## config.mk

```make
export PLATFORM = sky130hd
export DESIGN_NAME = barc_ctrl
export DESIGN_NICKNAME = d
export VERILOG_FILES = /design/src/inc/barc_pkg.sv /design/src/inc/barc_fault_if.sv /design/src/design/barc_blank.sv /design/src/design/barc_ctrl.sv /design/src/design/barc_lockout.sv
export VERILOG_INCLUDE_DIRS = /design/src /design/src/inc
export SDC_FILE = /design/constraint.sdc
export NUM_CORES = 1
export LEC_CHECK = 0
export CAP_MARGIN = 20
export CORE_MARGIN = 2
export CORE_UTILIZATION = 56
export DETAILED_ROUTE_END_ITERATION = 16
export DONT_BUFFER_PORTS = 1
export PLACE_DENSITY = 0.8
export SLEW_MARGIN = 20
export SYNTH_ARGS = -nofsm -noshare
export SYNTH_HDL_FRONTEND = slang
export SYNTH_SLANG_ARGS = --single-unit
```

## constraint.sdc

```tcl
create_clock -name CLK_IN -period 2.15 [get_ports CLK_IN]
set_input_delay 0.3225 -clock CLK_IN [delete_from_list [all_inputs] [get_ports CLK_IN]]
set_output_delay 0.3225 -clock CLK_IN [all_outputs]
set_load 0.01 [all_outputs]
```

## src/inc/barc_map.svh

```systemverilog
/*
 * Constants for the burst and auto-restart controller: timing figures
 * and derived cycle counts.
 * Assumes a 10 MHz control clock.
 */
`ifndef BARC_MAP_SVH
`define BARC_MAP_SVH

// Control clock period in picoseconds.
`define BARC_CLK_PERIOD_PS 100_000
// Fault spike blanking time in nanoseconds.
`define BARC_BLANK_NS 8_000
// Blanking count, rounded up to whole cycles.
`define BARC_BLANK_CYC ((`BARC_BLANK_NS * 1000 + `BARC_CLK_PERIOD_PS - 1) / `BARC_CLK_PERIOD_PS)
// Soft start duration in cycles (application dependent, chosen default).
`define BARC_SOFTSTART_CYC 200

`endif

```

## src/inc/barc_pkg.sv

```systemverilog
/*
 * Types shared by the burst and auto-restart controller modules.
 * Assumes nothing of its surroundings.
 */
package barc_pkg;

   typedef enum logic [2:0] {
      BARC_STARTUP,
      BARC_NORMAL,
      BARC_BURST_OFF,
      BARC_BURST_ON,
      BARC_AUTO_RESTART
   } barc_mode_t;

endpackage

```

## src/inc/barc_fault_if.sv

```systemverilog
/*
 * Interface carrying raw fault indications to the blanking filter and
 * the filtered trip back to the mode controller.
 * Assumes one clock domain.
 */
`timescale 1ns/1ps
interface barc_fault_if;
   logic ovp_raw;
   logic otp_raw;
   logic trip;
   modport ctrl (output ovp_raw, output otp_raw, input trip);
   modport filt (input ovp_raw, input otp_raw, output trip);
endinterface

```

## src/design/barc_blank.sv

```systemverilog
/*
 * Spike blanking filter: a fault must persist for the blanking count.
 * Assumes synchronous active-low reset and a 10 MHz clock.
 */
`timescale 1ns/1ps
`include "barc_map.svh"
module barc_blank #(
   parameter int BLANK_CYC = `BARC_BLANK_CYC
) (
   input wire logic clk_in,
   input wire logic resetn_in,
   barc_fault_if.filt flt
);
   logic [15:0] cnt;
   logic [15:0] next_cnt;
   logic trip;
   logic next_trip;
   logic raw;

   always_comb begin
      raw = flt.ovp_raw | flt.otp_raw;
      next_trip = 1'b0;
      next_cnt = 16'h0000;
      if (raw) begin
         // Counter saturates; trip only after full persistence.
         if (cnt >= 16'(BLANK_CYC - 1)) begin
            next_cnt = cnt;
            next_trip = 1'b1;
         end else begin
            next_cnt = cnt + 16'h0001;
         end
      end
   end

   always_ff @(posedge clk_in) begin
      if (!resetn_in) begin
         cnt <= 16'h0000;
         trip <= 1'b0;
      end else begin
         cnt <= next_cnt;
         trip <= next_trip;
      end
   end

   assign flt.trip = trip;
endmodule // barc_blank

```

## src/design/barc_ctrl.sv

```systemverilog
/*
 * Mode controller for an off-line switcher: normal, burst and
 * auto-restart operation driven by comparator decisions.
 * Assumes all comparator inputs synchronous to CLK_IN, 10 MHz.
 */
`timescale 1ns/1ps
`include "barc_map.svh"

// Function
// Low-load comparator continuously watched; it opens the soft-start clamp switch.
// Soft-start clamped at 4.4V normally; blanking window starts on clamp release.
// Burst entered only when soft-start above 5.4V while low load persists.
// Burst entry sets burst flag and disables bias, stopping switching.
// With burst flag set, feedback above 4V re-enables bias and switching.
// During burst switching, feedback at 3.4V disables bias again.
// Burst mode selects the reduced 0.257V current limit.
// Overload above 4.8V in burst clears burst and restores full limit.
// Supply overvoltage counts only with soft-start below 4V and feedback above 4.8V.
// Qualified overvoltage must persist 8.0 us before auto-restart.
// Over-temperature passes the same 8.0 us blanking, then auto-restart.
// Auto-restart switches off reference and all blocks except supply lockout.
// Lockout turns startup cell on below 8.5V, off at 15V, then startup.
// Without remaining fault, switching resumes after soft-start duration automatically.
// Overload releases clamp; auto-restart when soft-start passes 5.4V still overloaded.
// Supply below 8.5V in operation turns off and restarts via startup cell.
// Gate output held low while supply is locked out.
// Startup cell kept off during burst mode.
// Qualifying condition lost before 5.4V cancels entry and re-closes the clamp.
// Lockout resets mode to startup with burst flag and auto-restart cleared.
module barc_ctrl
   import barc_pkg::*;
#(
   parameter int SOFTSTART_CYC = `BARC_SOFTSTART_CYC,
   parameter int BLANK_CYC = `BARC_BLANK_CYC
) (
   input wire logic CLK_IN,
   input wire logic RESETN_IN,
   input wire logic LOW_LOAD_CMP_IN,
   input wire logic SOFTSTART_WINDOW_CMP_IN,
   input wire logic OVERLOAD_CMP_IN,
   input wire logic BURST_ON_CMP_IN,
   input wire logic BURST_OFF_CMP_IN,
   input wire logic SUPPLY_OVERVOLTAGE_CMP_IN,
   input wire logic SOFTSTART_LOW_CMP_IN,
   input wire logic OVERTEMP_CMP_IN,
   input wire logic SUPPLY_TURN_OFF_LEVEL_IN,
   input wire logic SUPPLY_TURN_ON_LEVEL_IN,
   input wire logic PWM_GATE_IN,
   output logic SOFTSTART_CLAMP_SWITCH_OUT,
   output logic BIAS_EN_OUT,
   output logic REF_EN_OUT,
   output logic REDUCED_LIMIT_SEL_OUT,
   output logic STARTUP_CELL_OUT,
   output logic GATE_EN_OUT,
   output logic BURST_FLAG_OUT,
   output logic AUTO_RESTART_OUT,
   output logic SUPPLY_LOCKOUT_OUT
);
   // ***********************************************************
   // Declarations
   // ***********************************************************
   barc_fault_if flt ();
   barc_mode_t mode;
   barc_mode_t next_mode;
   logic [15:0] ss_cnt;
   logic [15:0] next_ss_cnt;
   logic clamp;
   logic next_clamp;
   logic bias;
   logic next_bias;
   logic ref_en;
   logic next_ref_en;
   logic rlim;
   logic next_rlim;
   logic gate_en;
   logic next_gate_en;
   logic lockout;
   logic in_burst;
   logic auto_restart_gate;
   logic burst_entry_gate;

   // ***********************************************************
   // Fault qualification and lockout
   // ***********************************************************
   // Overvoltage counts only in soft start with feedback out of range.
   assign flt.ovp_raw = SUPPLY_OVERVOLTAGE_CMP_IN & SOFTSTART_LOW_CMP_IN
      & OVERLOAD_CMP_IN & (mode != BARC_AUTO_RESTART);
   assign flt.otp_raw = OVERTEMP_CMP_IN & (mode != BARC_AUTO_RESTART);

   barc_blank #(.BLANK_CYC(BLANK_CYC)) u_blank (
      .clk_in(CLK_IN),
      .resetn_in(RESETN_IN),
      .flt(flt)
   );

   assign in_burst = (mode == BARC_BURST_OFF) || (mode == BARC_BURST_ON);

   barc_lockout u_lockout (
      .clk_in(CLK_IN),
      .resetn_in(RESETN_IN),
      .below_off_in(SUPPLY_TURN_OFF_LEVEL_IN),
      .above_on_in(SUPPLY_TURN_ON_LEVEL_IN),
      .inhibit_in(in_burst),
      .lockout_out(lockout),
      .startup_cell_out(STARTUP_CELL_OUT)
   );

   // Window comparator gates both mode entries after the blanking window.
   assign auto_restart_gate = SOFTSTART_WINDOW_CMP_IN & OVERLOAD_CMP_IN;
   assign burst_entry_gate = SOFTSTART_WINDOW_CMP_IN & LOW_LOAD_CMP_IN;

   // ***********************************************************
   // Mode state machine
   // ***********************************************************
   always_comb begin
      next_mode = mode;
      next_ss_cnt = ss_cnt;
      next_clamp = clamp;
      next_bias = bias;
      next_ref_en = ref_en;
      next_rlim = rlim;
      next_gate_en = gate_en;
      if (lockout) begin
         // Lockout forces startup and drops everything but the lockout.
         next_mode = BARC_STARTUP;
         next_ss_cnt = 16'h0000;
         next_clamp = 1'b0;
         next_bias = 1'b0;
         next_ref_en = 1'b0;
         next_rlim = 1'b0;
         next_gate_en = 1'b0;
      end else begin
         unique case (mode)
            BARC_STARTUP: begin
               next_bias = 1'b1;
               next_ref_en = 1'b1;
               next_rlim = 1'b0;
               next_clamp = 1'b0;
               next_gate_en = 1'b1;
               if (flt.trip) begin
                  next_mode = BARC_AUTO_RESTART;
               end else if (ss_cnt >= 16'(SOFTSTART_CYC - 1)) begin
                  // Soft start elapsed; node now clamped.
                  next_mode = BARC_NORMAL;
                  next_clamp = 1'b1;
               end else begin
                  next_ss_cnt = ss_cnt + 16'h0001;
               end
            end
            BARC_NORMAL: begin
               // Clamp opens on low load or overload, re-closes when gone.
               next_clamp = ~(LOW_LOAD_CMP_IN | OVERLOAD_CMP_IN);
               if (flt.trip || auto_restart_gate) begin
                  next_mode = BARC_AUTO_RESTART;
               end else if (burst_entry_gate) begin
                  next_mode = BARC_BURST_OFF;
                  next_bias = 1'b0;
                  next_gate_en = 1'b0;
                  next_rlim = 1'b1;
               end
            end
            BARC_BURST_OFF, BARC_BURST_ON: begin
               next_clamp = 1'b0;
               if (flt.trip) begin
                  next_mode = BARC_AUTO_RESTART;
               end else if (OVERLOAD_CMP_IN) begin
                  // Leave burst with full current available.
                  next_mode = BARC_NORMAL;
                  next_rlim = 1'b0;
                  next_bias = 1'b1;
                  next_gate_en = 1'b1;
                  next_clamp = 1'b1;
               end else if (mode == BARC_BURST_OFF && BURST_ON_CMP_IN) begin
                  next_mode = BARC_BURST_ON;
                  next_bias = 1'b1;
                  next_gate_en = 1'b1;
               end else if (mode == BARC_BURST_ON && BURST_OFF_CMP_IN) begin
                  next_mode = BARC_BURST_OFF;
                  next_bias = 1'b0;
                  next_gate_en = 1'b0;
               end
            end
            BARC_AUTO_RESTART: begin
               // Only the lockout runs; wait for supply to collapse.
               next_bias = 1'b0;
               next_ref_en = 1'b0;
               next_gate_en = 1'b0;
               next_rlim = 1'b0;
               next_clamp = 1'b0;
            end
         endcase
      end
   end

   always_ff @(posedge CLK_IN) begin
      if (!RESETN_IN) begin
         mode <= BARC_STARTUP;
         ss_cnt <= 16'h0000;
         clamp <= 1'b0;
         bias <= 1'b0;
         ref_en <= 1'b0;
         rlim <= 1'b0;
         gate_en <= 1'b0;
      end else begin
         mode <= next_mode;
         ss_cnt <= next_ss_cnt;
         clamp <= next_clamp;
         bias <= next_bias;
         ref_en <= next_ref_en;
         rlim <= next_rlim;
         gate_en <= next_gate_en;
      end
   end

   // ***********************************************************
   // Outputs
   // ***********************************************************
   assign SOFTSTART_CLAMP_SWITCH_OUT = clamp;
   assign BIAS_EN_OUT = bias;
   assign REF_EN_OUT = ref_en;
   assign REDUCED_LIMIT_SEL_OUT = rlim;
   assign GATE_EN_OUT = gate_en & PWM_GATE_IN & ~lockout;
   assign BURST_FLAG_OUT = in_burst;
   assign AUTO_RESTART_OUT = (mode == BARC_AUTO_RESTART);
   assign SUPPLY_LOCKOUT_OUT = lockout;
endmodule // barc_ctrl

```

## src/design/barc_lockout.sv

```systemverilog
/*
 * Supply lockout hysteresis and startup cell control.
 * Assumes comparator levels synchronous to the clock.
 */
`timescale 1ns/1ps
module barc_lockout (
   input wire logic clk_in,
   input wire logic resetn_in,
   input wire logic below_off_in,
   input wire logic above_on_in,
   input wire logic inhibit_in,
   output logic lockout_out,
   output logic startup_cell_out
);
   logic lock;
   logic next_lock;

   always_comb begin
      next_lock = lock;
      if (below_off_in) begin
         next_lock = 1'b1;
      end else if (above_on_in) begin
         next_lock = 1'b0;
      end
   end

   always_ff @(posedge clk_in) begin
      if (!resetn_in) begin
         lock <= 1'b1;
      end else begin
         lock <= next_lock;
      end
   end

   assign lockout_out = lock;
   // Startup cell charges the supply while locked out, never in burst.
   assign startup_cell_out = lock & ~inhibit_in;
endmodule // barc_lockout

```

==> flow_summary.html, run 1 <==
<table>
<tr><th>Metric</th><th>Value</th></tr>
<tr><th colspan="2">Outcome</th></tr>
<tr><td>Status</td><td>completed</td></tr>
<tr><th colspan="2">Floorplan</th></tr>
<tr><td>Die area</td><td>0.00368 mm2</td></tr>
<tr><td>Count of standard-cell rows</td><td>20</td></tr>
<tr><td>Starting utilization of the core area</td><td>58.9%</td></tr>
<tr><td>Placeable core region</td><td>0.00305 mm2</td></tr>
<tr><td>Total I/O pin count</td><td>22</td></tr>
<tr><td>Chip width</td><td>60.7 um</td></tr>
<tr><td>Overall die height</td><td>60.7 um</td></tr>
<tr><th colspan="2">Hold path</th></tr>
<tr><td>End point of the worst hold path</td><td>u_lockout.lockout_out$_SDFFE_PP1P_</td></tr>
<tr><td>Class of the tightest hold or removal check</td><td>in -&gt; reg</td></tr>
<tr><td>Hold Path Stages</td><td>1</td></tr>
<tr><td>Hold path startpoint</td><td>RESETN_IN</td></tr>
<tr><th colspan="2">Routing</th></tr>
<tr><td>Number of iterations in the first detailed-routing pass</td><td>4</td></tr>
<tr><td>Via-per-instance ratio</td><td>5.83</td></tr>
<tr><td>Post-route DRC</td><td>0</td></tr>
<tr><td>Drt first-iter violations</td><td>106</td></tr>
<tr><td>Post-detailed-routing wire length</td><td>3.35 mm</td></tr>
<tr><td>Per-cell routed wire length</td><td>13.9 um</td></tr>
<tr><td>Count of nets left with antenna violations after detail routing</td><td>0</td></tr>
<tr><td>Via Count</td><td>1,404</td></tr>
<tr><th colspan="2">Finish</th></tr>
<tr><td>Syn-to-layout area delta</td><td>6.40%</td></tr>
<tr><td>Fraction of the core area covered by cells at the end of the flow</td><td>62.7%</td></tr>
<tr><td>Share of final-layout standard cells stronger than drive strength 1</td><td>9.14%</td></tr>
<tr><td>Number of antenna cells inserted</td><td>0</td></tr>
<tr><td>Final cell count without fillers</td><td>241</td></tr>
<tr><td>Post-layout net count</td><td>211</td></tr>
<tr><th colspan="2">Setup path</th></tr>
<tr><td>Crit path capture type</td><td>flop</td></tr>
<tr><td>Category of the most critical setup path</td><td>reg -&gt; reg</td></tr>
<tr><td>Reg-to-reg startpoint</td><td>ss_cnt[0]$_SDFFE_PP0P_</td></tr>
<tr><td>Data arrival time at the worst-slack endpoint</td><td>2310 ps</td></tr>
<tr><td>Slack of the worst reg-to-reg path</td><td>120 ps</td></tr>
<tr><td>Required time worst endpoint</td><td>2430 ps</td></tr>
<tr><td>R2r endpoint</td><td>ss_cnt[4]$_SDFFE_PP0P_</td></tr>
<tr><td>Cell with the largest stage delay on the worst path</td><td>sky130_fd_sc_hd__a2111oi_4</td></tr>
<tr><td>Maximum fanout encountered on the critical timing path</td><td>8</td></tr>
<tr><td>Critical path buffers and inverters</td><td>1</td></tr>
<tr><td>Startpoint kind of the worst setup timing path</td><td>flop</td></tr>
<tr><td>Maximum cell stage delay along the critical path</td><td>430 ps</td></tr>
<tr><td>CP delay by family, top</td><td>compound AO/OA/AOI/OAI gates</td></tr>
<tr><td>Number of cell instances on the worst register-to-register path</td><td>6</td></tr>
<tr><td>Ordered list of cells on the worst path</td><td>ha_1 -&gt; a2111oi_4 -&gt; o2111ai_4 -&gt; buf_4 -&gt; or3_1 -&gt; a21oi_1</td></tr>
<tr><th colspan="2">STA</th></tr>
<tr><td>Final number of max-transition violations</td><td>0</td></tr>
<tr><td>Min Clock Period, post-route</td><td>2030 ps</td></tr>
<tr><td>Number of setup violations in the final report</td><td>0</td></tr>
<tr><td>Worst hold slack</td><td>67.5 ps</td></tr>
<tr><td>Total count of hold-check failures in the final report</td><td>0</td></tr>
<tr><td>Slew headroom</td><td>65.1%</td></tr>
<tr><td>Clock Skew</td><td>14.3 ps</td></tr>
<tr><td>Transition at the pin with the smallest max-transition slack</td><td>523 ps</td></tr>
<tr><td>Sum Neg Setup Slack</td><td>0 ps</td></tr>
<tr><td>Upper clock frequency limit</td><td>494 MHz</td></tr>
<tr><td>Final WS setup</td><td>125 ps</td></tr>
<tr><td>Crit share post-route</td><td>94.2%</td></tr>
<tr><th colspan="2">Clock tree</th></tr>
<tr><td>Number of clock sinks</td><td>41</td></tr>
<tr><td>Clock-pin slew of the registers on the worst-case setup and hold paths</td><td>120 ps</td></tr>
<tr><td>Maximum buffer depth of the clock tree</td><td>2</td></tr>
<tr><td>Deepest level of the CTS H-tree</td><td>2</td></tr>
<tr><td>Library cell used as clock root buffer</td><td>sky130_fd_sc_hd__clkbuf_4</td></tr>
<tr><td>Latest clock arrival within the worst-skew pair</td><td>350 ps</td></tr>
<tr><td>Hold buffers post-CTS</td><td>0</td></tr>
<tr><td>CTS tree</td><td>done</td></tr>
<tr><td>Clock buffers created by TritonCTS</td><td>5</td></tr>
<tr><th colspan="2">Power and ir drop</th></tr>
<tr><td>Clock group share of total power</td><td>31.3%</td></tr>
<tr><td>Sw Pwr</td><td>0.265 mW</td></tr>
<tr><td>Static Leakage</td><td>0.676 nW</td></tr>
<tr><td>Largest voltage drop on the vdd net</td><td>0.000469 V</td></tr>
<tr><td>Net switching share of the total power</td><td>22.7%</td></tr>
<tr><td>Internal Power</td><td>0.902 mW</td></tr>
<tr><td>Power per standard cell area</td><td>610 mW/mm2</td></tr>
<tr><td>Fraction of power consumed by combinational cells</td><td>2.6%</td></tr>
<tr><td>Portion of total power attributed to sequential cells</td><td>66.1%</td></tr>
<tr><th colspan="2">Logic synthesis</th></tr>
<tr><td>Post-synthesis async set-or-reset flop share</td><td>0%</td></tr>
<tr><td>Area share of the leading cell type in the synthesized netlist</td><td>45.6%</td></tr>
<tr><td>Synth area leaders</td><td>sky130_fd_sc_hd__dfxtp_1 46%, sky130_fd_sc_hd__and2_1 7.6%, sky130_fd_sc_hd__a21oi_1 4.7%</td></tr>
<tr><td>Post-synthesis area per instance</td><td>9.18 um2</td></tr>
<tr><td>Main synth FF type</td><td>sky130_fd_sc_hd__dfxtp_1</td></tr>
<tr><td>Count of flip-flops with a built-in enable after synthesis</td><td>0</td></tr>
<tr><td>Warnings from Yosys</td><td>0</td></tr>
<tr><td>Seq cells post-synth</td><td>41</td></tr>
<tr><td>Most area-hungry cell type in the Yosys netlist</td><td>sky130_fd_sc_hd__dfxtp_1</td></tr>
<tr><td>Count of mapped cells out of synthesis</td><td>196</td></tr>
<tr><td>Fraction of the yosys area taken by sequential cells</td><td>45.6%</td></tr>
<tr><td>Combined area of all synthesized cells</td><td>0.00180 mm2</td></tr>
<tr><td>Syn_nets</td><td>211</td></tr>
<tr><td>Distinct cell type count after synthesis</td><td>39</td></tr>
<tr><th colspan="2">Placement</th></tr>
<tr><td>Setup slack after placement</td><td>105 ps</td></tr>
<tr><td>DPL Wire Length</td><td>2.38 mm</td></tr>
<tr><td>IO Port Bufs</td><td>0</td></tr>
<tr><td>Routability congestion estimate from global placement</td><td>0.841</td></tr>
<tr><td>Cell total after placement</td><td>233</td></tr>
<tr><th colspan="2">GRT</th></tr>
<tr><td>All-layer global routing usage</td><td>21.3%</td></tr>
<tr><td>Total congestion overflow</td><td>0</td></tr>
<tr><td>Number of antenna violations at the first check in global routing</td><td>0</td></tr>
<tr><td>Maximum number of pins on one net before global-route repair</td><td>15</td></tr>
<tr><td>Vias in the first global route</td><td>1,355</td></tr>
<tr><td>Wire length of the first global-routing pass</td><td>5.82 mm</td></tr>
<tr><th colspan="2">Flow run</th></tr>
<tr><td>Reported max-cap violation count</td><td>0</td></tr>
</table>
[kinds of logic after synthesis]
family                     after synthesis  share of synthesized area (%)
and+or+nand+nor                         82                           28.6
muxes                                    7                           4.03
DFF                                     41                           45.6
buffers and inverters                   16                           3.48
xor gates and xnor gates                 3                           1.46
adders and majority gates                2                           1.39
AOI/OAI and AO/OA                       45                           15.4
[metal layers]
metal | global-route usage, % | up-vias | routed length (um)
met3 | 7.89 | 6 | 172
met1 | 24.5 | 666 | 1420
met2 | 36.4 | 38 | 1700
li1 | - | 694 | -
met5 | 0 | - | 0
met4 | 7.45 | 0 | 53
[registers in the layout, summed over array words and instances (netlist names)]
name	flops
REDUCED_LIMIT_SEL_OUT	1
gate_en	1
SOFTSTART_CLAMP_SWITCH_OUT	1
ss_cnt	16
REF_EN_OUT	1
u_blank.flt.trip	1
u_lockout.lockout_out	1
mode	3
u_blank.cnt	16
[cells in the mapped netlist (5+ instances only)]
cell type / number
sky130_fd_sc_hd__a21oi_1: 17
sky130_fd_sc_hd__and2_1: 22
sky130_fd_sc_hd__clkbuf_1: 7
sky130_fd_sc_hd__dfxtp_1: 41
sky130_fd_sc_hd__inv_1: 7
sky130_fd_sc_hd__mux2i_1: 5
sky130_fd_sc_hd__nand2_1: 10
sky130_fd_sc_hd__nand3_1: 5
sky130_fd_sc_hd__nor2_1: 12
sky130_fd_sc_hd__o21ai_0: 15
sky130_fd_sc_hd__or3_1: 11
[how the worst max path moves through the flow]
stage                                      start                     end  depth (start not counted)
after floorplan           ss_cnt[0]$_SDFFE_PP0P_  ss_cnt[5]$_SDFFE_PP0P_                          5
after global placement    ss_cnt[0]$_SDFFE_PP0P_  ss_cnt[6]$_SDFFE_PP0P_                          6
after detailed placement  ss_cnt[0]$_SDFFE_PP0P_  ss_cnt[4]$_SDFFE_PP0P_                          6
after CTS                 ss_cnt[0]$_SDFFE_PP0P_  ss_cnt[4]$_SDFFE_PP0P_                          6
after global routing      ss_cnt[0]$_SDFFE_PP0P_  ss_cnt[6]$_SDFFE_PP0P_                          6
final                     ss_cnt[0]$_SDFFE_PP0P_  ss_cnt[4]$_SDFFE_PP0P_                          6
[cell type report]
| type | instances | area (um2) |
|---|---|---|
| Inverter | 7 | 26.3 |
| Tap cell | 44 | 55.1 |
| Clock inverter | 2 | 10.0 |
| Multi-Input combinational cell | 139 | 946 |
| Sequential cell | 41 | 821 |
| Fill cell | 288 | 1140 |
| Timing Repair Buffer | 2 | 15.0 |
| Clock buffer | 6 | 41.3 |
[worst register-to-register path, stage by stage (launching register included)]
cell	delay, ps
sky130_fd_sc_hd__dfxtp_1	360
sky130_fd_sc_hd__ha_1	260
sky130_fd_sc_hd__a2111oi_4	430
sky130_fd_sc_hd__o2111ai_4	200
sky130_fd_sc_hd__buf_4	220
sky130_fd_sc_hd__or3_1	340
sky130_fd_sc_hd__a21oi_1	150
[placed cells by master (no fill, tap or decap), types with 2 or more instances in the layout]
cell                       instances
sky130_fd_sc_hd__a21oi_1          17
sky130_fd_sc_hd__and2_1           22
sky130_fd_sc_hd__buf_4             2
sky130_fd_sc_hd__clkbuf_4          5
sky130_fd_sc_hd__clkinv_2          2
sky130_fd_sc_hd__dfxtp_1          41
sky130_fd_sc_hd__ha_1              2
sky130_fd_sc_hd__inv_1             7
sky130_fd_sc_hd__mux2_2            2
sky130_fd_sc_hd__mux2i_1           5
sky130_fd_sc_hd__nand2_1          10
sky130_fd_sc_hd__nand2b_1          3
sky130_fd_sc_hd__nand3_1           5
sky130_fd_sc_hd__nand3b_1          2
sky130_fd_sc_hd__nand4_1           2
sky130_fd_sc_hd__nor2_1           12
sky130_fd_sc_hd__nor2b_1           2
sky130_fd_sc_hd__nor3_1            2
sky130_fd_sc_hd__nor4_1            3
sky130_fd_sc_hd__nor4_4            3
sky130_fd_sc_hd__o211ai_1          2
sky130_fd_sc_hd__o21ai_0          15
sky130_fd_sc_hd__o31ai_1           2
sky130_fd_sc_hd__or3_1            11
sky130_fd_sc_hd__xor2_1            2
[power groups by stage]
stage                     combinational (mW)  clock (mW)  sequential (mW)
after floorplan                       0.0257           0            0.787
after global placement                0.0273           0            0.788
after detailed placement              0.0300           0            0.788
after CTS                             0.0302       0.377            0.771
after global routing                  0.0341       0.404            0.772
final                                 0.0302       0.366            0.771
[through the flow]
stage	total power, mW	area [um2]
3_3_place_gp	0.815	1830
4_1_cts	1.18	1880
2_1_floorplan	0.813	1800
5_1_grt	1.21	1910
3_5_place_dp	0.818	1830
6_report	1.17	1910
[what timing repair did]
item                       4_1_cts  5_1_grt
gates resized for setup          0        3
setup endpoints to repair        0        8
buffers inserted                 0        0
No activity file was read; power rests on OpenSTA's default activity.
==> inputs of run 2 (changes only) <==
--- a/config.mk
+++ b/config.mk
@@ -12,6 +12,7 @@
 export DETAILED_ROUTE_END_ITERATION = 16
 export DONT_BUFFER_PORTS = 1
 export PLACE_DENSITY = 0.8
+export RECOVER_POWER = 50
 export SLEW_MARGIN = 20
 export SYNTH_ARGS = -nofsm -noshare
 export SYNTH_HDL_FRONTEND = slang
==> run 2 against run 1 <==
Compared with the run above: combinational power shrank 2%; global-route usage is the same; fmax grew 0.15%; first-iteration DRC count grew 2.8%; total power shrank 0.35%; clock-buffer cell count is the same; hold slack is essentially flat; register-to-register slack is essentially flat; critical endpoint unchanged.
==> flow_summary.html, run 2 (synthesis gave the netlist of run 1 again) <==
<table>
<tr><th>Metric</th><th>Value</th></tr>
<tr><th colspan="2">Hold path</th></tr>
<tr><td>Hold Path Stages</td><td>1 (unchanged)</td></tr>
<tr><td>End point of the worst hold path</td><td>u_lockout.lockout_out$_SDFFE_PP1P_</td></tr>
<tr><td>Hold path startpoint</td><td>RESETN_IN</td></tr>
<tr><td>Class of the tightest hold or removal check</td><td>in -&gt; reg</td></tr>
<tr><th colspan="2">GRT</th></tr>
<tr><td>Total congestion overflow</td><td>0 (unchanged)</td></tr>
<tr><td>Wire length of the first global-routing pass</td><td>5.82 mm (unchanged)</td></tr>
<tr><td>Maximum number of pins on one net before global-route repair</td><td>15 (unchanged)</td></tr>
<tr><td>All-layer global routing usage</td><td>21.3% (unchanged)</td></tr>
<tr><td>Number of antenna violations at the first check in global routing</td><td>0 (unchanged)</td></tr>
<tr><td>Vias in the first global route</td><td>1,355 (unchanged)</td></tr>
<tr><th colspan="2">Placement</th></tr>
<tr><td>DPL Wire Length</td><td>2.38 mm (unchanged)</td></tr>
<tr><td>Routability congestion estimate from global placement</td><td>0.841 (unchanged)</td></tr>
<tr><td>Cell total after placement</td><td>233 (unchanged)</td></tr>
<tr><td>IO Port Bufs</td><td>0 (unchanged)</td></tr>
<tr><th colspan="2">Routing</th></tr>
<tr><td>Via Count</td><td>1,392 (-0.85%)</td></tr>
<tr><td>Drt first-iter violations</td><td>109 (+2.8%)</td></tr>
<tr><td>Post-detailed-routing wire length</td><td>3.32 mm (-0.99%)</td></tr>
<tr><td>Per-cell routed wire length</td><td>13.8 um (-0.99%)</td></tr>
<tr><td>Post-route DRC</td><td>0 (unchanged)</td></tr>
<tr><td>Count of nets left with antenna violations after detail routing</td><td>0 (unchanged)</td></tr>
<tr><td>Via-per-instance ratio</td><td>5.78 (-0.85%)</td></tr>
<tr><td>Highest layer used for signal routing</td><td>met4</td></tr>
<tr><td>Met2 WL</td><td>1.73 mm (+1.7%)</td></tr>
<tr><td>Length of routed wiring on met1</td><td>1.39 mm (-2.2%)</td></tr>
<tr><td>Number of iterations in the first detailed-routing pass</td><td>4 (unchanged)</td></tr>
<tr><td>Detailed route wirelength on metal3</td><td>140 um (-19%)</td></tr>
<tr><th colspan="2">Clock tree</th></tr>
<tr><td>CTS tree</td><td>done</td></tr>
<tr><td>Number of setup buffers added after CTS</td><td>0 (unchanged)</td></tr>
<tr><td>Number of clock sinks</td><td>41 (unchanged)</td></tr>
<tr><td>Clock buffers created by TritonCTS</td><td>5 (unchanged)</td></tr>
<tr><td>Hold buffers post-CTS</td><td>0 (unchanged)</td></tr>
<tr><td>Latest clock arrival within the worst-skew pair</td><td>350 ps (about the same)</td></tr>
<tr><td>Maximum buffer depth of the clock tree</td><td>2 (unchanged)</td></tr>
<tr><td>Deepest level of the CTS H-tree</td><td>2 (unchanged)</td></tr>
<tr><td>Clock-pin slew of the registers on the worst-case setup and hold paths</td><td>120 ps (about the same)</td></tr>
<tr><td>Post-CTS Resized</td><td>0 (unchanged)</td></tr>
<tr><td>Library cell used as clock root buffer</td><td>sky130_fd_sc_hd__clkbuf_4</td></tr>
<tr><th colspan="2">STA</th></tr>
<tr><td>Number of setup violations in the final report</td><td>0 (unchanged)</td></tr>
<tr><td>Min Clock Period, post-route</td><td>2020 ps (-2.94 ps)</td></tr>
<tr><td>Slew headroom</td><td>65.1% (about the same)</td></tr>
<tr><td>Upper clock frequency limit</td><td>494 MHz (+0.15%)</td></tr>
<tr><td>Clock Skew</td><td>13.1 ps (-1.27 ps)</td></tr>
<tr><td>Transition at the pin with the smallest max-transition slack</td><td>523 ps (-0.135 ps)</td></tr>
<tr><td>Sum Neg Setup Slack</td><td>0 ps (unchanged)</td></tr>
<tr><td>Crit share post-route</td><td>94.1% (-0.14 points)</td></tr>
<tr><td>Total count of hold-check failures in the final report</td><td>0 (unchanged)</td></tr>
<tr><td>Final number of max-transition violations</td><td>0 (unchanged)</td></tr>
<tr><th colspan="2">Setup path</th></tr>
<tr><td>Slack of the worst reg-to-reg path</td><td>130 ps (about the same)</td></tr>
<tr><td>Data arrival time at the worst-slack endpoint</td><td>2300 ps (about the same)</td></tr>
<tr><td>Startpoint kind of the worst setup timing path</td><td>flop</td></tr>
<tr><td>Category of the most critical setup path</td><td>reg -&gt; reg</td></tr>
<tr><td>Reg-to-reg startpoint</td><td>ss_cnt[0]$_SDFFE_PP0P_</td></tr>
<tr><td>Required time worst endpoint</td><td>2430 ps (about the same)</td></tr>
<tr><td>Number of cell instances on the worst register-to-register path</td><td>6 (unchanged)</td></tr>
<tr><td>Crit path capture type</td><td>flop</td></tr>
<tr><td>R2r endpoint</td><td>ss_cnt[4]$_SDFFE_PP0P_</td></tr>
<tr><td>Maximum fanout encountered on the critical timing path</td><td>8 (unchanged)</td></tr>
<tr><th colspan="2">Finish</th></tr>
<tr><td>Number of antenna cells inserted</td><td>0 (unchanged)</td></tr>
<tr><td>Most common library cell in the layout ignoring fill and taps</td><td>sky130_fd_sc_hd__dfxtp_1</td></tr>
<tr><td>Post-layout net count</td><td>211 (unchanged)</td></tr>
<tr><td>Most used cells in the layout excluding fill and tap cells</td><td>41 x sky130_fd_sc_hd__dfxtp_1, 17 x sky130_fd_sc_hd__a21oi_1, 16 x sky130_fd_sc_hd__and2_1</td></tr>
<tr><td>Sequential cell area</td><td>821 um2 (unchanged)</td></tr>
<tr><td>Area of the multi-input gates</td><td>946 um2 (unchanged)</td></tr>
<tr><td>Share of final-layout standard cells stronger than drive strength 1</td><td>8.63% (-0.51 points)</td></tr>
<tr><td>Top Registers</td><td>ss_cnt: 16 flops, u_blank.cnt: 16 flops, mode: 3 flops</td></tr>
<tr><td>Number of filler cells placed in the layout</td><td>288 (unchanged)</td></tr>
<tr><td>Syn-to-layout area delta</td><td>6.19%</td></tr>
<tr><td>Final cell count without fillers</td><td>241 (unchanged)</td></tr>
<tr><th colspan="2">Power and ir drop</th></tr>
<tr><td>Power per standard cell area</td><td>609 mW/mm2 (-0.16%)</td></tr>
<tr><td>Static Leakage</td><td>0.667 nW (-1.4%)</td></tr>
<tr><td>Largest voltage drop on the vdd net</td><td>0.000460 V (-1.8%)</td></tr>
<tr><th colspan="2">Floorplan</th></tr>
<tr><td>Chip width</td><td>60.7 um (unchanged)</td></tr>
<tr><td>Starting utilization of the core area</td><td>58.9% (unchanged)</td></tr>
<tr><td>Total I/O pin count</td><td>22 (unchanged)</td></tr>
<tr><td>Die area</td><td>0.00368 mm2 (unchanged)</td></tr>
<tr><td>Placeable core region</td><td>0.00305 mm2 (unchanged)</td></tr>
<tr><td>Count of standard-cell rows</td><td>20 (unchanged)</td></tr>
<tr><td>Overall die height</td><td>60.7 um (unchanged)</td></tr>
<tr><th colspan="2">Outcome</th></tr>
<tr><td>Status</td><td>completed</td></tr>
<tr><th colspan="2">Flow run</th></tr>
<tr><td>Reported max-cap violation count</td><td>0 (unchanged)</td></tr>
</table>
run 2: changes by cell type in the layout (fill, tap and decap cells not counted):
cell,previous run,this run
sky130_fd_sc_hd__and2_0,0,6
sky130_fd_sc_hd__and2_1,22,16
sky130_fd_sc_hd__buf_4,2,1
sky130_fd_sc_hd__clkbuf_1,1,2
run 2: power by group:
group / internal, mW / leakage, nW / switching [mW]
sequential: 0.764 / 0.331 / 0.00648
clock: 0.125 / 0.0320 / 0.238
combinational: 0.0122 / 0.304 / 0.0174
total: 0.901 / 0.667 / 0.262
run 2: per-layer routing:
layer / vias to the layer above / track usage [%]
met5: - / 0
met4: 0 / 7.45
met3: 6 / 7.89
met2: 26 / 36.4
met1: 665 / 24.5
li1: 695 / -
run 2: through the flow:
stage               instance area, um2  setup WS (ps)  hold WS, ps  total power [mW]  util, %
floorplan                         1800            325          409             0.813        -
global placement                  1830            176          414             0.815     60.0
detailed placement                1830            105          420             0.818     60.0
CTS                               1880           62.3         53.4              1.18     61.7
global route                      1910         -0.126         48.2              1.21     62.6
finish                            1910            128         67.1              1.16     62.6
run 2: worst max path at each step:
stage                             end  slack (ps)                    from  cells past startpoint
2_1_floorplan  ss_cnt[5]$_SDFFE_PP0P_         320  ss_cnt[0]$_SDFFE_PP0P_                      5
3_3_place_gp   ss_cnt[6]$_SDFFE_PP0P_         180  ss_cnt[0]$_SDFFE_PP0P_                      6
3_5_place_dp   ss_cnt[4]$_SDFFE_PP0P_         100  ss_cnt[0]$_SDFFE_PP0P_                      6
4_1_cts        ss_cnt[4]$_SDFFE_PP0P_          60  ss_cnt[0]$_SDFFE_PP0P_                      6
5_1_grt        ss_cnt[6]$_SDFFE_PP0P_        -0.1  ss_cnt[0]$_SDFFE_PP0P_                      6
6_report       ss_cnt[4]$_SDFFE_PP0P_         130  ss_cnt[0]$_SDFFE_PP0P_                      6
run 2: worst max-delay path, cell delays in order (launching register included):
cell	delay (ps)
sky130_fd_sc_hd__dfxtp_1	350
sky130_fd_sc_hd__ha_1	260
sky130_fd_sc_hd__a2111oi_4	430
sky130_fd_sc_hd__o2111ai_4	200
sky130_fd_sc_hd__buf_4	220
sky130_fd_sc_hd__or3_1	340
sky130_fd_sc_hd__a21oi_1	150
run 2: area by class of cell:
cell class | count | share of cell area [%]
sequential | 41 | 43.0
timing repair buffer | 2 | 0.589
multi-input combinational | 139 | 49.5
clock inverter | 2 | 0.524
inverter | 7 | 1.38
clock buffer | 6 | 2.16
tap | 44 | 2.88
==> inputs of run 3 (changes only) <==
--- a/config.mk
+++ b/config.mk
@@ -7,8 +7,9 @@
 export NUM_CORES = 1
 export LEC_CHECK = 0
 export CAP_MARGIN = 20
-export CORE_MARGIN = 2
+export CORE_MARGIN = 8
 export CORE_UTILIZATION = 56
+export CTS_BUF_LIST = sky130_fd_sc_hd__clkbuf_4 sky130_fd_sc_hd__clkbuf_8
 export DETAILED_ROUTE_END_ITERATION = 16
 export DONT_BUFFER_PORTS = 1
 export PLACE_DENSITY = 0.8
==> run 3 against run 2 <==
Compared with the run above: clock skew shrank 2.9 ps; critical endpoint is now ss_cnt[5]$_SDFFE_PP0P_; global-route usage shrank 8.1 points; non-clock buffer count is the same; design area is the same; critical path depth shrank 1; cell count is the same; wire length grew 0.21%; sequential share of layout area is the same; highest routed layer unchanged; flip-flop and latch count is the same.
==> flow_summary.html, run 3 (synthesis gave the netlist of run 1 again) <==
<table>
<tr><th>Metric</th><th>Value</th></tr>
<tr><th colspan="2">Setup path</th></tr>
<tr><td>Number of cell instances on the worst register-to-register path</td><td>5 (-1)</td></tr>
<tr><td>Crit path capture type</td><td>flop</td></tr>
<tr><td>Category of the most critical setup path</td><td>reg -&gt; reg</td></tr>
<tr><td>Cell with the largest stage delay on the worst path</td><td>sky130_fd_sc_hd__or4_1</td></tr>
<tr><td>Maximum fanout encountered on the critical timing path</td><td>9 (+1)</td></tr>
<tr><td>Slack of the worst reg-to-reg path</td><td>110 ps (about the same)</td></tr>
<tr><td>R2r endpoint</td><td>ss_cnt[5]$_SDFFE_PP0P_</td></tr>
<tr><td>Ordered list of cells on the worst path</td><td>ha_1 -&gt; a2111oi_4 -&gt; o2111ai_2 -&gt; or4_1 -&gt; a21oi_1</td></tr>
<tr><td>Maximum cell stage delay along the critical path</td><td>550 ps (+120 ps)</td></tr>
<tr><td>Critical path startpoint</td><td>ss_cnt[0]$_SDFFE_PP0P_</td></tr>
<tr><td>Reg-to-reg startpoint</td><td>ss_cnt[0]$_SDFFE_PP0P_</td></tr>
<tr><td>Data arrival time at the worst-slack endpoint</td><td>2310 ps (about the same)</td></tr>
<tr><td>Required time worst endpoint</td><td>2420 ps (about the same)</td></tr>
<tr><td>Startpoint kind of the worst setup timing path</td><td>flop</td></tr>
<tr><th colspan="2">STA</th></tr>
<tr><td>Transition at the pin with the smallest max-transition slack</td><td>527 ps (+3.30 ps)</td></tr>
<tr><td>Upper clock frequency limit</td><td>491 MHz (-0.66%)</td></tr>
<tr><td>Slew headroom</td><td>64.8% (-0.27 points)</td></tr>
<tr><td>Number of setup violations in the final report</td><td>0 (unchanged)</td></tr>
<tr><td>Crit share post-route</td><td>94.7% (+0.62 points)</td></tr>
<tr><td>Clock Skew</td><td>10.2 ps (-2.88 ps)</td></tr>
<tr><td>Sum Neg Setup Slack</td><td>0 ps (unchanged)</td></tr>
<tr><td>Final number of max-transition violations</td><td>0 (unchanged)</td></tr>
<tr><td>Min Clock Period, post-route</td><td>2040 ps (+13.4 ps)</td></tr>
<tr><td>Total count of hold-check failures in the final report</td><td>0 (unchanged)</td></tr>
<tr><td>Setup repair after global routing missed its margin</td><td>no</td></tr>
<tr><th colspan="2">Hold path</th></tr>
<tr><td>End point of the worst hold path</td><td>u_lockout.lockout_out$_SDFFE_PP1P_</td></tr>
<tr><td>Hold Path Stages</td><td>1 (unchanged)</td></tr>
<tr><td>Class of the tightest hold or removal check</td><td>in -&gt; reg</td></tr>
<tr><td>Hold path startpoint</td><td>RESETN_IN</td></tr>
<tr><th colspan="2">Clock tree</th></tr>
<tr><td>Clock buffers created by TritonCTS</td><td>5 (unchanged)</td></tr>
<tr><td>Hold buffers post-CTS</td><td>0 (unchanged)</td></tr>
<tr><td>Library cell used as clock root buffer</td><td>sky130_fd_sc_hd__clkbuf_4</td></tr>
<tr><td>Number of clock sinks</td><td>41 (unchanged)</td></tr>
<tr><td>Clock-pin slew of the registers on the worst-case setup and hold paths</td><td>130 ps (about the same)</td></tr>
<tr><td>Deepest level of the CTS H-tree</td><td>2 (unchanged)</td></tr>
<tr><td>Maximum buffer depth of the clock tree</td><td>2 (unchanged)</td></tr>
<tr><td>Latest clock arrival within the worst-skew pair</td><td>350 ps (about the same)</td></tr>
<tr><td>Number of setup buffers added after CTS</td><td>0 (unchanged)</td></tr>
<tr><td>CTS tree</td><td>done</td></tr>
<tr><th colspan="2">Power and ir drop</th></tr>
<tr><td>Static Leakage</td><td>0.667 nW (about the same)</td></tr>
<tr><td>Largest voltage drop on the vdd net</td><td>0.000460 V (about the same)</td></tr>
<tr><td>Power per standard cell area</td><td>622 mW/mm2 (+2.1%)</td></tr>
<tr><th colspan="2">GRT</th></tr>
<tr><td>Maximum number of pins on one net before global-route repair</td><td>16 (+1)</td></tr>
<tr><td>Number of antenna violations at the first check in global routing</td><td>0 (unchanged)</td></tr>
<tr><td>Wire length of the first global-routing pass</td><td>5.68 mm (-2.4%)</td></tr>
<tr><td>Total congestion overflow</td><td>0 (unchanged)</td></tr>
<tr><td>Vias in the first global route</td><td>1,313 (-3.1%)</td></tr>
<tr><td>All-layer global routing usage</td><td>13.2% (-8.1 points)</td></tr>
<tr><th colspan="2">Finish</th></tr>
<tr><td>Top Registers</td><td>ss_cnt: 16 flops, u_blank.cnt: 16 flops, mode: 3 flops</td></tr>
<tr><td>Number of filler cells placed in the layout</td><td>292 (+1.4%)</td></tr>
<tr><td>Non-Filler Cell Area, Final</td><td>0.00191 mm2 (unchanged)</td></tr>
<tr><td>Most common library cell in the layout ignoring fill and taps</td><td>sky130_fd_sc_hd__dfxtp_1</td></tr>
<tr><td>Most used cells in the layout excluding fill and tap cells</td><td>41 x sky130_fd_sc_hd__dfxtp_1, 17 x sky130_fd_sc_hd__a21oi_1, 16 x sky130_fd_sc_hd__and2_1</td></tr>
<tr><td>Post-layout net count</td><td>211 (unchanged)</td></tr>
<tr><td>Area of the multi-input gates</td><td>935 um2 (-1.2%)</td></tr>
<tr><td>Share of final-layout standard cells stronger than drive strength 1</td><td>9.14% (+0.51 points)</td></tr>
<tr><td>Syn-to-layout area delta</td><td>6.19% (unchanged)</td></tr>
<tr><td>Sequential cell area</td><td>821 um2 (unchanged)</td></tr>
<tr><td>Number of antenna cells inserted</td><td>0 (unchanged)</td></tr>
<tr><th colspan="2">Floorplan</th></tr>
<tr><td>Total I/O pin count</td><td>22 (unchanged)</td></tr>
<tr><td>Starting utilization of the core area</td><td>58.9% (unchanged)</td></tr>
<tr><td>Chip width</td><td>72.7 um (+20%)</td></tr>
<tr><td>Overall die height</td><td>72.7 um (+20%)</td></tr>
<tr><td>Placeable core region</td><td>0.00305 mm2 (unchanged)</td></tr>
<tr><td>Die area</td><td>0.00528 mm2 (+43%)</td></tr>
<tr><td>Count of standard-cell rows</td><td>20 (unchanged)</td></tr>
<tr><th colspan="2">Routing</th></tr>
<tr><td>Post-detailed-routing wire length</td><td>3.32 mm (+0.21%)</td></tr>
<tr><td>Count of nets left with antenna violations after detail routing</td><td>0 (unchanged)</td></tr>
<tr><td>Drt first-iter violations</td><td>120 (+10%)</td></tr>
<tr><td>Per-cell routed wire length</td><td>13.8 um (+0.21%)</td></tr>
<tr><td>Number of iterations in the first detailed-routing pass</td><td>4 (unchanged)</td></tr>
<tr><td>Via-per-instance ratio</td><td>5.68 (-1.6%)</td></tr>
<tr><td>Via Count</td><td>1,370 (-1.6%)</td></tr>
<tr><td>Post-route DRC</td><td>0 (unchanged)</td></tr>
<tr><th colspan="2">Outcome</th></tr>
<tr><td>Status</td><td>completed</td></tr>
<tr><th colspan="2">Flow run</th></tr>
<tr><td>Reported max-cap violation count</td><td>0 (unchanged)</td></tr>
<tr><th colspan="2">Placement</th></tr>
<tr><td>IO Port Bufs</td><td>0 (unchanged)</td></tr>
<tr><td>Routability congestion estimate from global placement</td><td>0.855 (+1.7%)</td></tr>
<tr><td>DPL Wire Length</td><td>2.45 mm (+3.1%)</td></tr>
<tr><td>DP Area</td><td>0.00183 mm2 (unchanged)</td></tr>
</table>
[run 3: cell count changes in the layout (fill, tap and decap cells not counted)]
cell | before | now
sky130_fd_sc_hd__clkbuf_1 | 2 | 1
sky130_fd_sc_hd__clkinv_2 | 2 | 0
sky130_fd_sc_hd__clkinv_4 | 0 | 1
sky130_fd_sc_hd__clkinvlp_4 | 0 | 1
sky130_fd_sc_hd__inv_6 | 0 | 1
sky130_fd_sc_hd__o2111ai_2 | 1 | 2
sky130_fd_sc_hd__o2111ai_4 | 1 | 0
[run 3: how the worst max path moves through the flow]
stage / slack (ps) / cells past startpoint / to
after floorplan: 320 / 5 / ss_cnt[5]$_SDFFE_PP0P_
after global placement: 190 / 5 / ss_cnt[5]$_SDFFE_PP0P_
after detailed placement: 60 / 5 / ss_cnt[5]$_SDFFE_PP0P_
after CTS: 40 / 5 / ss_cnt[5]$_SDFFE_PP0P_
after global routing: 40 / 6 / ss_cnt[2]$_SDFFE_PP0P_
final: 110 / 5 / ss_cnt[5]$_SDFFE_PP0P_
[run 3: per-layer routing]
metal,vias to the layer above,track usage (%),part of all wire [%]
li1,701,-,-
met1,641,14.3,42
met2,23,23.0,52
met3,5,5.36,4.8
met4,0,3.78,0.99
met5,-,0,0
[run 3: worst max-delay path: cells and delay by family (launching register included)]
kind | cells | cell delay [ps]
AOI/OAI and AO/OA | 3 | 800
and+or+nand+nor | 1 | 550
DFF | 1 | 360
adders and majority gates | 1 | 250
[run 3: per-stage QoR]
step | power, mW | utilization, % | setup slack (ps) | hold slack, ps | cells
finish | 1.19 | 62.6 | 114 | 51.9 | 241
global route | 1.24 | 62.6 | 39.0 | 39.6 | 241
CTS | 1.20 | 62.1 | 36.0 | 34.3 | 241
detailed placement | 0.818 | 60.0 | 58.9 | 418 | 233
global placement | 0.815 | 60.0 | 193 | 413 | 233
floorplan | 0.813 | - | 325 | 409 | 196
[run 3: final cells by class]
cell class                 instances  share of cell area, %
clock buffer                       5                   1.96
clock inverter                     3                   1.31
inverter                           7                   1.38
multi-input combinational        139                   48.9
sequential                        41                   43.0
tap                               44                   2.88
timing repair buffer               2                  0.589
[run 3: where the power goes]
part / internal, mW / switching (mW)
clock: 0.133 / 0.254
sequential: 0.765 / 0.00664
combinational: 0.0121 / 0.0165
[run 3: repair_timing]
item                       in CTS  in global routing
hold endpoints to repair        0                  0
gates resized for setup         0                  2
setup endpoints to repair       0                  5
